`src/core/mra_cfg.svh`:
```
/*
 contents: offsets, field positions, diagnostic reset value of the monitor result/alert registers.
 assumes: included by core/mra_regs.sv and the bench; core/mra_pkg.sv does not include it.
*/
`ifndef MRA_CFG_SVH
`define MRA_CFG_SVH
`define MRA_OFS_CURRENT 8'h07
`define MRA_OFS_POWER 8'h08
`define MRA_OFS_DIAG 8'h0b
`define MRA_DIAG_RESET 16'h0001
`define MRA_BIT_HOLD 15
`define MRA_BIT_RDY_ROUTE 14
`define MRA_BIT_AVG_CMP 13
`define MRA_BIT_POLARITY 12
`define MRA_BIT_OVERFLOW 9
`define MRA_BIT_TEMP_OVER 7
`define MRA_BIT_SHUNT_OVER 6
`define MRA_BIT_SHUNT_UNDER 5
`define MRA_BIT_BUS_OVER 4
`define MRA_BIT_BUS_UNDER 3
`define MRA_BIT_PWR_OVER 2
`define MRA_BIT_CONV_DONE 1
`define MRA_BIT_TRIM_OK 0
`endif

```
`src/core/mra_pkg.sv`:
```
/*
 contents: types for the monitor result/alert register bank.
 assumes: nothing beyond the cfg header.
*/
package mra_pkg;
  typedef logic [7:0] mra_addr_t;
  typedef logic [15:0] mra_word_t;
  typedef logic [5:0] mra_lim_t;
endpackage : mra_pkg

```
`src/core/mra_regs.sv`:
```
/*
 contents: current/power result registers, diagnostic flags and alert control,
 open-drain alert pin drive.
 assumes: serial front end gives one-cycle rd/wr strobes with an address; the
 converter gives per-cycle limit conditions (raw and averaged), conversion done,
 conversion start, overflow and trim status, all synchronous to CLK_IN.
*/
`timescale 1ns/1ps
`include "mra_cfg.svh"
`default_nettype none
module mra_regs
  import mra_pkg::*;
#(
  parameter int CUR_W = 16,
  parameter int PWR_W = 24
) (
  input wire logic CLK_IN, // 10 MHz system clock
  input wire logic RST_N_IN, // sync reset, active low
  input wire logic [7:0] ADDR_IN, // register pointer
  input wire logic RD_IN, // read strobe, one cycle
  input wire logic WR_IN, // write strobe, one cycle
  input wire logic [15:0] WDATA_IN, // write data
  output logic [23:0] RDATA_OUT, // read data, valid cycle after RD_IN
  input wire logic RES_VALID_IN, // new results this cycle
  input wire logic [CUR_W-1:0] CUR_IN, // calculated current
  input wire logic [PWR_W-1:0] PWR_IN, // calculated power
  input wire logic [5:0] LIM_RAW_IN, // raw compare conditions, bits 7..2 order
  input wire logic [5:0] LIM_AVG_IN, // averaged compare conditions, bits 7..2 order
  input wire logic CONV_DONE_IN, // conversion complete pulse
  input wire logic CONV_START_IN, // triggered conversion start pulse
  input wire logic OVERFLOW_IN, // arithmetic overflow pulse
  input wire logic TRIM_OK_IN, // trim checksum good level
  output logic ALERT_O_OUT, // alert pin output value (always 0)
  output logic ALERT_OE_OUT // alert pin pull-down enable
);
  logic [CUR_W-1:0] cur_reg, cur_next;
  logic [PWR_W-1:0] pwr_reg, pwr_next;
  logic [3:0] ctl_reg, ctl_next; // hold, route, avg, polarity
  mra_lim_t lim_reg, lim_next;
  logic done_reg, done_next;
  logic ovf_reg, ovf_next;
  logic trim_reg, trim_next;
  logic [23:0] rdata_reg, rdata_next;
  logic oe_reg, oe_next;
  logic alert_o_reg, alert_o_next;
  mra_word_t diag;
  mra_lim_t cond, lim_calc;
  logic diag_rd, diag_wr, hold, active;

  assign hold = ctl_reg[3];
  assign diag_rd = RD_IN && (ADDR_IN == `MRA_OFS_DIAG);
  assign diag_wr = WR_IN && (ADDR_IN == `MRA_OFS_DIAG);
  // limit conditions already include the direct temperature compare
  assign cond = ctl_reg[1] ? LIM_AVG_IN : LIM_RAW_IN;
  assign active = (|lim_reg) || (done_reg && ctl_reg[2]);

  // diagnostic word assembled from the field positions
  always_comb begin
    diag = 16'h0000;
    diag[`MRA_BIT_HOLD] = ctl_reg[3];
    diag[`MRA_BIT_RDY_ROUTE] = ctl_reg[2];
    diag[`MRA_BIT_AVG_CMP] = ctl_reg[1];
    diag[`MRA_BIT_POLARITY] = ctl_reg[0];
    diag[`MRA_BIT_OVERFLOW] = ovf_reg;
    diag[`MRA_BIT_TEMP_OVER] = lim_reg[5];
    diag[`MRA_BIT_SHUNT_OVER] = lim_reg[4];
    diag[`MRA_BIT_SHUNT_UNDER] = lim_reg[3];
    diag[`MRA_BIT_BUS_OVER] = lim_reg[2];
    diag[`MRA_BIT_BUS_UNDER] = lim_reg[1];
    diag[`MRA_BIT_PWR_OVER] = lim_reg[0];
    diag[`MRA_BIT_CONV_DONE] = done_reg;
    diag[`MRA_BIT_TRIM_OK] = trim_reg;
  end

  // per-flag next value; set wins over the read clear
  for (genvar i = 0; i < 6; i++) begin : g_flag
    assign lim_calc[i] = hold ? (cond[i] || (lim_reg[i] && !diag_rd)) : cond[i];
  end

  always_comb begin
    cur_next = RES_VALID_IN ? CUR_IN : cur_reg;
    pwr_next = RES_VALID_IN ? PWR_IN : pwr_reg;
    ctl_next = diag_wr ? WDATA_IN[15:12] : ctl_reg;
    lim_next = lim_calc;
    if (hold) begin
      done_next = CONV_DONE_IN || (done_reg && !diag_rd && !CONV_START_IN);
    end else begin
      done_next = CONV_DONE_IN || (done_reg && !CONV_START_IN);
    end
    ovf_next = OVERFLOW_IN || (ovf_reg && !CONV_START_IN);
    trim_next = TRIM_OK_IN;
    unique case (ADDR_IN)
      `MRA_OFS_CURRENT: rdata_next = 24'(cur_reg);
      `MRA_OFS_POWER: rdata_next = 24'(pwr_reg);
      `MRA_OFS_DIAG: rdata_next = {8'h00, diag};
      default: rdata_next = 24'h000000;
    endcase
    if (!RD_IN) begin
      rdata_next = rdata_reg;
    end
    // open drain: pull low when active xor inverted polarity
    oe_next = active ^ ctl_reg[0];
    alert_o_next = 1'b0;
  end

  always_ff @(posedge CLK_IN) begin
    if (!RST_N_IN) begin
      cur_reg <= '0;
      pwr_reg <= '0;
      ctl_reg <= 4'h0;
      lim_reg <= 6'h00;
      done_reg <= 1'b0;
      ovf_reg <= 1'b0;
      trim_reg <= 1'b1;
      rdata_reg <= 24'h000000;
      oe_reg <= 1'b0;
      alert_o_reg <= 1'b0;
    end else begin
      cur_reg <= cur_next;
      pwr_reg <= pwr_next;
      ctl_reg <= ctl_next;
      lim_reg <= lim_next;
      done_reg <= done_next;
      ovf_reg <= ovf_next;
      trim_reg <= trim_next;
      rdata_reg <= rdata_next;
      oe_reg <= oe_next;
      alert_o_reg <= alert_o_next;
    end
  end

  assign RDATA_OUT = rdata_reg;
  assign ALERT_O_OUT = alert_o_reg;
  assign ALERT_OE_OUT = oe_reg;

  // reset state
  reset_value_a: assert property (
    @(posedge CLK_IN)
    $rose(RST_N_IN) |-> diag == `MRA_DIAG_RESET)
    else $error("diag reset value wrong");
  reset_outputs_a: assert property (
    @(posedge CLK_IN)
    $rose(RST_N_IN) |-> RDATA_OUT == 24'h000000 && !ALERT_OE_OUT && !ALERT_O_OUT)
    else $error("outputs not idle after reset");
  reset_results_a: assert property (
    @(posedge CLK_IN)
    $rose(RST_N_IN) |-> cur_reg == '0 && pwr_reg == '0)
    else $error("results not zero after reset");

  // result registers, read port and control bit writes
  current_load_a: assert property (
    @(posedge CLK_IN) disable iff (!RST_N_IN)
    RES_VALID_IN |=> cur_reg == $past(CUR_IN) && pwr_reg == $past(PWR_IN))
    else $error("results not loaded");
  power_load_a: assert property (
    @(posedge CLK_IN) disable iff (!RST_N_IN)
    RES_VALID_IN |=> pwr_reg == $past(PWR_IN))
    else $error("power not loaded");
  result_keep_a: assert property (
    @(posedge CLK_IN) disable iff (!RST_N_IN)
    !RES_VALID_IN |=> $stable(cur_reg) && $stable(pwr_reg))
    else $error("results changed without load");
  read_current_a: assert property (
    @(posedge CLK_IN) disable iff (!RST_N_IN)
    (RD_IN && ADDR_IN == `MRA_OFS_CURRENT) |=> RDATA_OUT == 24'($past(cur_reg)))
    else $error("current read wrong");
  read_power_a: assert property (
    @(posedge CLK_IN) disable iff (!RST_N_IN)
    (RD_IN && ADDR_IN == `MRA_OFS_POWER) |=> RDATA_OUT == 24'($past(pwr_reg)))
    else $error("power read wrong");
  read_diag_a: assert property (
    @(posedge CLK_IN) disable iff (!RST_N_IN)
    (RD_IN && ADDR_IN == `MRA_OFS_DIAG) |=> RDATA_OUT == {8'h00, $past(diag)})
    else $error("diag read wrong");
  reserved_zero_a: assert property (
    @(posedge CLK_IN) disable iff (!RST_N_IN)
    RD_IN && ADDR_IN == `MRA_OFS_DIAG |=> RDATA_OUT[11:10] == 2'b00 && !RDATA_OUT[8])
    else $error("reserved bits nonzero");
  unmapped_zero_a: assert property (
    @(posedge CLK_IN) disable iff (!RST_N_IN)
    (RD_IN && ADDR_IN != `MRA_OFS_CURRENT && ADDR_IN != `MRA_OFS_POWER &&
    ADDR_IN != `MRA_OFS_DIAG) |=> RDATA_OUT == 24'h000000)
    else $error("unmapped read nonzero");
  rdata_keep_a: assert property (
    @(posedge CLK_IN) disable iff (!RST_N_IN)
    !RD_IN |=> $stable(RDATA_OUT))
    else $error("read data changed without read");
  ctl_write_a: assert property (
    @(posedge CLK_IN) disable iff (!RST_N_IN)
    diag_wr |=> ctl_reg == $past(WDATA_IN[15:12]))
    else $error("control bits not written");
  ctl_keep_a: assert property (
    @(posedge CLK_IN) disable iff (!RST_N_IN)
    !diag_wr |=> $stable(ctl_reg))
    else $error("control bits changed without write");

  // event flags
  latch_hold_a: assert property (
    @(posedge CLK_IN) disable iff (!RST_N_IN)
    (hold && lim_reg[5] && !diag_rd && !diag_wr) |=> lim_reg[5])
    else $error("latched flag dropped");
  read_clear_a: assert property (
    @(posedge CLK_IN) disable iff (!RST_N_IN)
    (hold && diag_rd && !diag_wr && cond == 6'h00) |=> lim_reg == 6'h00)
    else $error("read did not clear flags");
  transparent_a: assert property (
    @(posedge CLK_IN) disable iff (!RST_N_IN)
    (!hold && !diag_wr) |=> lim_reg == $past(cond))
    else $error("transparent flags wrong");
  temp_flag_a: assert property (
    @(posedge CLK_IN) disable iff (!RST_N_IN)
    cond[5] |=> diag[`MRA_BIT_TEMP_OVER])
    else $error("temperature flag not set");
  shunt_over_a: assert property (
    @(posedge CLK_IN) disable iff (!RST_N_IN)
    cond[4] |=> diag[`MRA_BIT_SHUNT_OVER])
    else $error("shunt over flag not set");
  shunt_under_a: assert property (
    @(posedge CLK_IN) disable iff (!RST_N_IN)
    cond[3] |=> diag[`MRA_BIT_SHUNT_UNDER])
    else $error("shunt under flag not set");
  bus_over_a: assert property (
    @(posedge CLK_IN) disable iff (!RST_N_IN)
    cond[2] |=> diag[`MRA_BIT_BUS_OVER])
    else $error("bus over flag not set");
  bus_under_a: assert property (
    @(posedge CLK_IN) disable iff (!RST_N_IN)
    cond[1] |=> diag[`MRA_BIT_BUS_UNDER])
    else $error("bus under flag not set");
  power_flag_a: assert property (
    @(posedge CLK_IN) disable iff (!RST_N_IN)
    cond[0] |=> diag[`MRA_BIT_PWR_OVER])
    else $error("power flag not set");
  raw_select_a: assert property (
    @(posedge CLK_IN) disable iff (!RST_N_IN)
    (!ctl_reg[1] && !hold) |=> lim_reg == $past(LIM_RAW_IN))
    else $error("raw compare not used");
  avg_select_a: assert property (
    @(posedge CLK_IN) disable iff (!RST_N_IN)
    (ctl_reg[1] && !hold) |=> lim_reg == $past(LIM_AVG_IN))
    else $error("averaged compare not used");
  done_set_a: assert property (
    @(posedge CLK_IN) disable iff (!RST_N_IN)
    CONV_DONE_IN |=> done_reg)
    else $error("done flag not set");
  done_read_a: assert property (
    @(posedge CLK_IN) disable iff (!RST_N_IN)
    (hold && diag_rd && !CONV_DONE_IN) |=> !done_reg)
    else $error("latched done not cleared by read");
  done_start_a: assert property (
    @(posedge CLK_IN) disable iff (!RST_N_IN)
    (CONV_START_IN && !CONV_DONE_IN) |=> !done_reg)
    else $error("done not cleared by start");
  done_keep_a: assert property (
    @(posedge CLK_IN) disable iff (!RST_N_IN)
    (done_reg && !CONV_START_IN && !(hold && diag_rd)) |=> done_reg)
    else $error("done flag dropped");
  overflow_set_a: assert property (
    @(posedge CLK_IN) disable iff (!RST_N_IN)
    OVERFLOW_IN |=> ovf_reg)
    else $error("overflow not set");
  overflow_clear_a: assert property (
    @(posedge CLK_IN) disable iff (!RST_N_IN)
    (CONV_START_IN && !OVERFLOW_IN) |=> !ovf_reg)
    else $error("overflow kept");
  overflow_keep_a: assert property (
    @(posedge CLK_IN) disable iff (!RST_N_IN)
    (ovf_reg && !CONV_START_IN) |=> ovf_reg)
    else $error("overflow dropped");
  trim_follow_a: assert property (
    @(posedge CLK_IN) disable iff (!RST_N_IN)
    1'b1 |=> trim_reg == $past(TRIM_OK_IN))
    else $error("trim status not followed");

  // alert pin
  alert_drive_a: assert property (
    @(posedge CLK_IN) disable iff (!RST_N_IN)
    1'b1 |=> ALERT_OE_OUT == ($past(active) ^ $past(ctl_reg[0])))
    else $error("alert drive wrong");
  latch_alert_a: assert property (
    @(posedge CLK_IN) disable iff (!RST_N_IN)
    (hold && lim_reg != 6'h00 && !ctl_reg[0]) |=> ALERT_OE_OUT)
    else $error("latched alert not driven");
  route_on_a: assert property (
    @(posedge CLK_IN) disable iff (!RST_N_IN)
    (done_reg && ctl_reg[2] && !ctl_reg[0]) |=> ALERT_OE_OUT)
    else $error("routed done not on alert");
  route_off_a: assert property (
    @(posedge CLK_IN) disable iff (!RST_N_IN)
    (lim_reg == 6'h00 && !ctl_reg[2] && !ctl_reg[0] && !diag_wr) |=> !ALERT_OE_OUT)
    else $error("done drove alert unrouted");
endmodule : mra_regs
`default_nettype wire
```
`config.mk`:
```
export PLATFORM = sky130hd
export DESIGN_NAME = mra_regs
export DESIGN_NICKNAME = d
export VERILOG_FILES = /design/src/core/mra_pkg.sv /design/src/core/mra_regs.sv
export VERILOG_INCLUDE_DIRS = /design/src /design/src/core
export SDC_FILE = /design/constraint.sdc
export NUM_CORES = 1
export LEC_CHECK = 0
export ABC_AREA = 1
export BUFFER_PORTS_ARGS = -buffer_cell sky130_fd_sc_hd__buf_2
export CELL_PAD_IN_SITES_DETAIL_PLACEMENT = 0
export CELL_PAD_IN_SITES_GLOBAL_PLACEMENT = 1
export CORE_MARGIN = 5
export CORE_UTILIZATION = 38
export CTS_BUF_LIST = sky130_fd_sc_hd__clkbuf_16
export CTS_CLUSTER_SIZE = 8
export DETAILED_ROUTE_END_ITERATION = 16
export PLACE_DENSITY_LB_ADDON = 0.1
export SYNTH_ARGS = -nofsm -noshare
export SYNTH_HDL_FRONTEND = slang
export SYNTH_SLANG_ARGS = --single-unit
```
`constraint.sdc`:
```
create_clock -name CLK_IN -period 2.9 [get_ports CLK_IN]
set_input_delay 0.145 -clock CLK_IN [delete_from_list [all_inputs] [get_ports CLK_IN]]
set_output_delay 0.145 -clock CLK_IN [all_outputs]
set_load 0.02 [all_outputs]
```
==> impl_metrics.env <==
export IMPL_transition_time_at_the_pin_with_the_least_slew_margin_ns=0.910
export IMPL_first_iter_violations=175
export IMPL_postRouteAntennaNets=0
export IMPL_synth_warning_count=0
export IMPL_syn_inst=440
export IMPL_grt_setup_unrepaired="no"
export IMPL_crit_fanout=34
export IMPL_cts_max_level=3
export IMPL_grt_antenna_before_repair=0
export IMPL_cts_clk_slew_worst_paths_ns=0.06
export IMPL_floorplan_initialDensity_pct=39.5
export IMPL_setup_viol=0
export IMPL_io_buffer_count=97
export IMPL_grt_total_usage_pct=16.9
export IMPL_max_clock_freq_ghz=0.681
export IMPL_dp_hpwl_um=6030
export IMPL_post_synthesis_cell_area_mm2=0.00327
export IMPL_maxSlewViolCount=0
export IMPL_globalRouteOverflowTotal=0
export IMPL_ctsResizeCount=0
export IMPL_clock_latency_ns=0.33
export IMPL_fillCellCount=882
export IMPL_nets=605
export IMPL_synth_ff_latch_count=78
export IMPL_power_per_cell_area_mw_per_mm2=625
export IMPL_core_rowCount=33
export IMPL_postCtsSetupRepairBufs=0
export IMPL_fin_clk_skew_ns=0.00659
export IMPL_dpl_worst_slack_ns=1.07
export IMPL_static_leakage_power_nw=1.80
export IMPL_cts_tree="built"
export IMPL_rr_worst_depth=6
export IMPL_number_of_diodes=0
export IMPL_yosysUniqueCellTypes=24
export IMPL_maximum_number_of_pins_on_one_net_before_global_route_repair=50
export IMPL_worst_hold_path_num_cells=2
export IMPL_viasPerCell=4.84
export IMPL_ys_seq_area_share_pct=47.7
export IMPL_critical_path_class="primary input to flip-flop"
export IMPL_worst_ir_drop_vdd_mv=0.284
export IMPL_setup_reg_to_reg_worst_slack_ns=1.72
export IMPL_hp_class="primary input to flip-flop"
export IMPL_status="finished, final reports clean"
export IMPL_first_global_vias=2798
export IMPL_holdBufCountCts=0
export IMPL_die_area_mm2=0.0106
export IMPL_cts_root_buf="sky130_fd_sc_hd__clkbuf_16"
export IMPL_cp_max_stage_cell="sky130_fd_sc_hd__clkinv_1"
export IMPL_post_route_minimum_period_ns=1.47
export IMPL_wl_per_cell_um=13.7
export IMPL_ys_flop_type="sky130_fd_sc_hd__dfxtp_1"
export IMPL_die_x_um=103
export IMPL_mapped_avg_cell_area_um2=7.44
export IMPL_post_place_cells=614
export IMPL_core_area_mm2=0.00830
export IMPL_cts_root_to_sink_buffers=2
export IMPL_asyncSetResetFlopFracSynth_pct=0
export IMPL_area_growth_synth_to_final_pct=23.8
export IMPL_cp_slowest_stage_delay_ns=0.61
export IMPL_worst_ep_required_time_ns=3.07
export IMPL_crit_arrival_ns=1.64
export IMPL_vias=3045
export IMPL_drt_first_pass_iters=4
export IMPL_whs_ns=0.00854
export IMPL_cts_sinks=78
export IMPL_synth_edf_count=0
export IMPL_final_setup_tns_ns=0
export IMPL_grt_first_pass_wirelength_um=13900
export IMPL_cts_made_buffers=9
export IMPL_gp_congestion=0.798
export IMPL_finalHoldViolations=0
export IMPL_drt_total_wl_um=8620
export IMPL_final_layout_size_suffix_gt1_share_pct=24.2
export IMPL_cp_cell_sequence="buf_2 > clkinv_1 > o21bai_1 > a21oi_1"
export IMPL_stages_on_worst_setup_path=4
export IMPL_critical_path_top_delay_family="buffers and inverters"
export IMPL_worst_setup_path_start_kind="primary input"
export IMPL_layoutNonFillerInstCount=629
export IMPL_detail_route_drc_violations=0
export IMPL_die_height_um=103
export IMPL_crit_path_end_kind="flip-flop"
export IMPL_timing_final_ws_setup_ns=1.43
export IMPL_critical_path_n_buffers_inverters=2
export IMPL_final_period_utilization_pct=50.6
export IMPL_postSynthNetCount=525
export IMPL_max_slew_margin_pct=39.3
export IMPL_maxCapViolCount=0
export IMPL_top_level_ports=111
[where the power goes]
group	internal [W]	switching [W]
registers	0.00112	0.0000283
logic	0.0000771	0.000119
clock network	0.000747	0.000435
total	0.00195	0.000583
[worst register-to-register path, cell delays in order, from the launching register on]
cell                      delay [ns]
sky130_fd_sc_hd__dfxtp_1        0.34
sky130_fd_sc_hd__nor2_1         0.12
sky130_fd_sc_hd__nand2_1        0.05
sky130_fd_sc_hd__nor4_1         0.36
sky130_fd_sc_hd__nand2_1        0.10
sky130_fd_sc_hd__nand2_1        0.07
sky130_fd_sc_hd__nor2_1         0.04
[stage by stage]
| stage | util, % | area (um2) | total power, W |
|---|---|---|---|
| detailed placement | 45.1 | 3740 | 0.00137 |
| global placement | 45.1 | 3740 | 0.00137 |
| global route | 48.8 | 4050 | 0.00264 |
| floorplan | - | 3270 | 0.00129 |
| CTS | 48.8 | 4050 | 0.00255 |
| finish | 48.8 | 4050 | 0.00253 |
[logic make-up (layout without fill, tap and decap cells)]
kind of cell           Yosys count  in the layout  synth area share [%]
and+or+nand+nor                221            221                  29.5
AOI/OAI and AO/OA               85             85                  13.2
DFF                             78             78                  47.7
buffers and inverters           49            133                  7.72
muxes                            6              6                  1.83
other                            1              1                 0.115
[layer usage]
metal	part of all wire, %	global-route usage, %	up-vias
met2	39	22.3	94
met4	0.86	5.68	0
li1	-	-	1606
met1	52	25.8	1340
met5	0	0	-
met3	7.9	4.87	5
[layout by cell type (no fill, tap or decap), drive strengths merged]
| cell | instances |
|---|---|
| clkinvlp | 2 |
| o21bai | 1 |
| nor2 | 89 |
| dfxtp | 78 |
| clkbuf | 9 |
| nand2 | 60 |
| mux2i | 6 |
| o21ai | 48 |
| inv | 14 |
| nor4 | 1 |
| bufinv | 2 |
| clkinv | 3 |
| a21oi | 36 |
| or2 | 1 |
| and2 | 2 |
| buf | 103 |
| conb | 1 |
| nand3 | 68 |
[cells in the mapped netlist, types with 2 or more instances]
library cell               instances  area [um2]
sky130_fd_sc_hd__mux2i_1           6        60.1
sky130_fd_sc_hd__buf_2             4        20.0
sky130_fd_sc_hd__nor2_4            3        33.8
sky130_fd_sc_hd__and2_1            2        12.5
sky130_fd_sc_hd__nand3_1          68         340
sky130_fd_sc_hd__a21oi_1          35         175
sky130_fd_sc_hd__buf_6             6        67.6
sky130_fd_sc_hd__buf_1             2        7.51
sky130_fd_sc_hd__nand2_2           3        18.8
sky130_fd_sc_hd__dfxtp_1          78        1560
sky130_fd_sc_hd__inv_1            14        52.6
sky130_fd_sc_hd__nand2_1          56         210
sky130_fd_sc_hd__clkbuf_1         17        63.8
sky130_fd_sc_hd__nor2_1           85         319
sky130_fd_sc_hd__buf_4             5        37.5
sky130_fd_sc_hd__o21ai_0          48         240
[area by class of cell]
type | count | area [um2] | area share (%)
Tap cell | 105 | 131 | 3.24
Multi-Input combinational cell | 313 | 1460 | 36.0
Clock inverter | 6 | 87.6 | 2.16
Inverter | 15 | 56.3 | 1.39
Sequential cell | 78 | 1560 | 38.5
Clock buffer | 9 | 225 | 5.56
Timing Repair Buffer | 103 | 531 | 13.1
[path summary, 6_finish.rpt]
check,startpoint,end
max,RD_IN,done_reg
max reg2reg,lim_reg[5],ALERT_OE_OUT
min reg2reg,pwr_reg[21],RDATA_OUT[21]
min,TRIM_OK_IN,trim_reg
(Power assumes the default switching activity.)
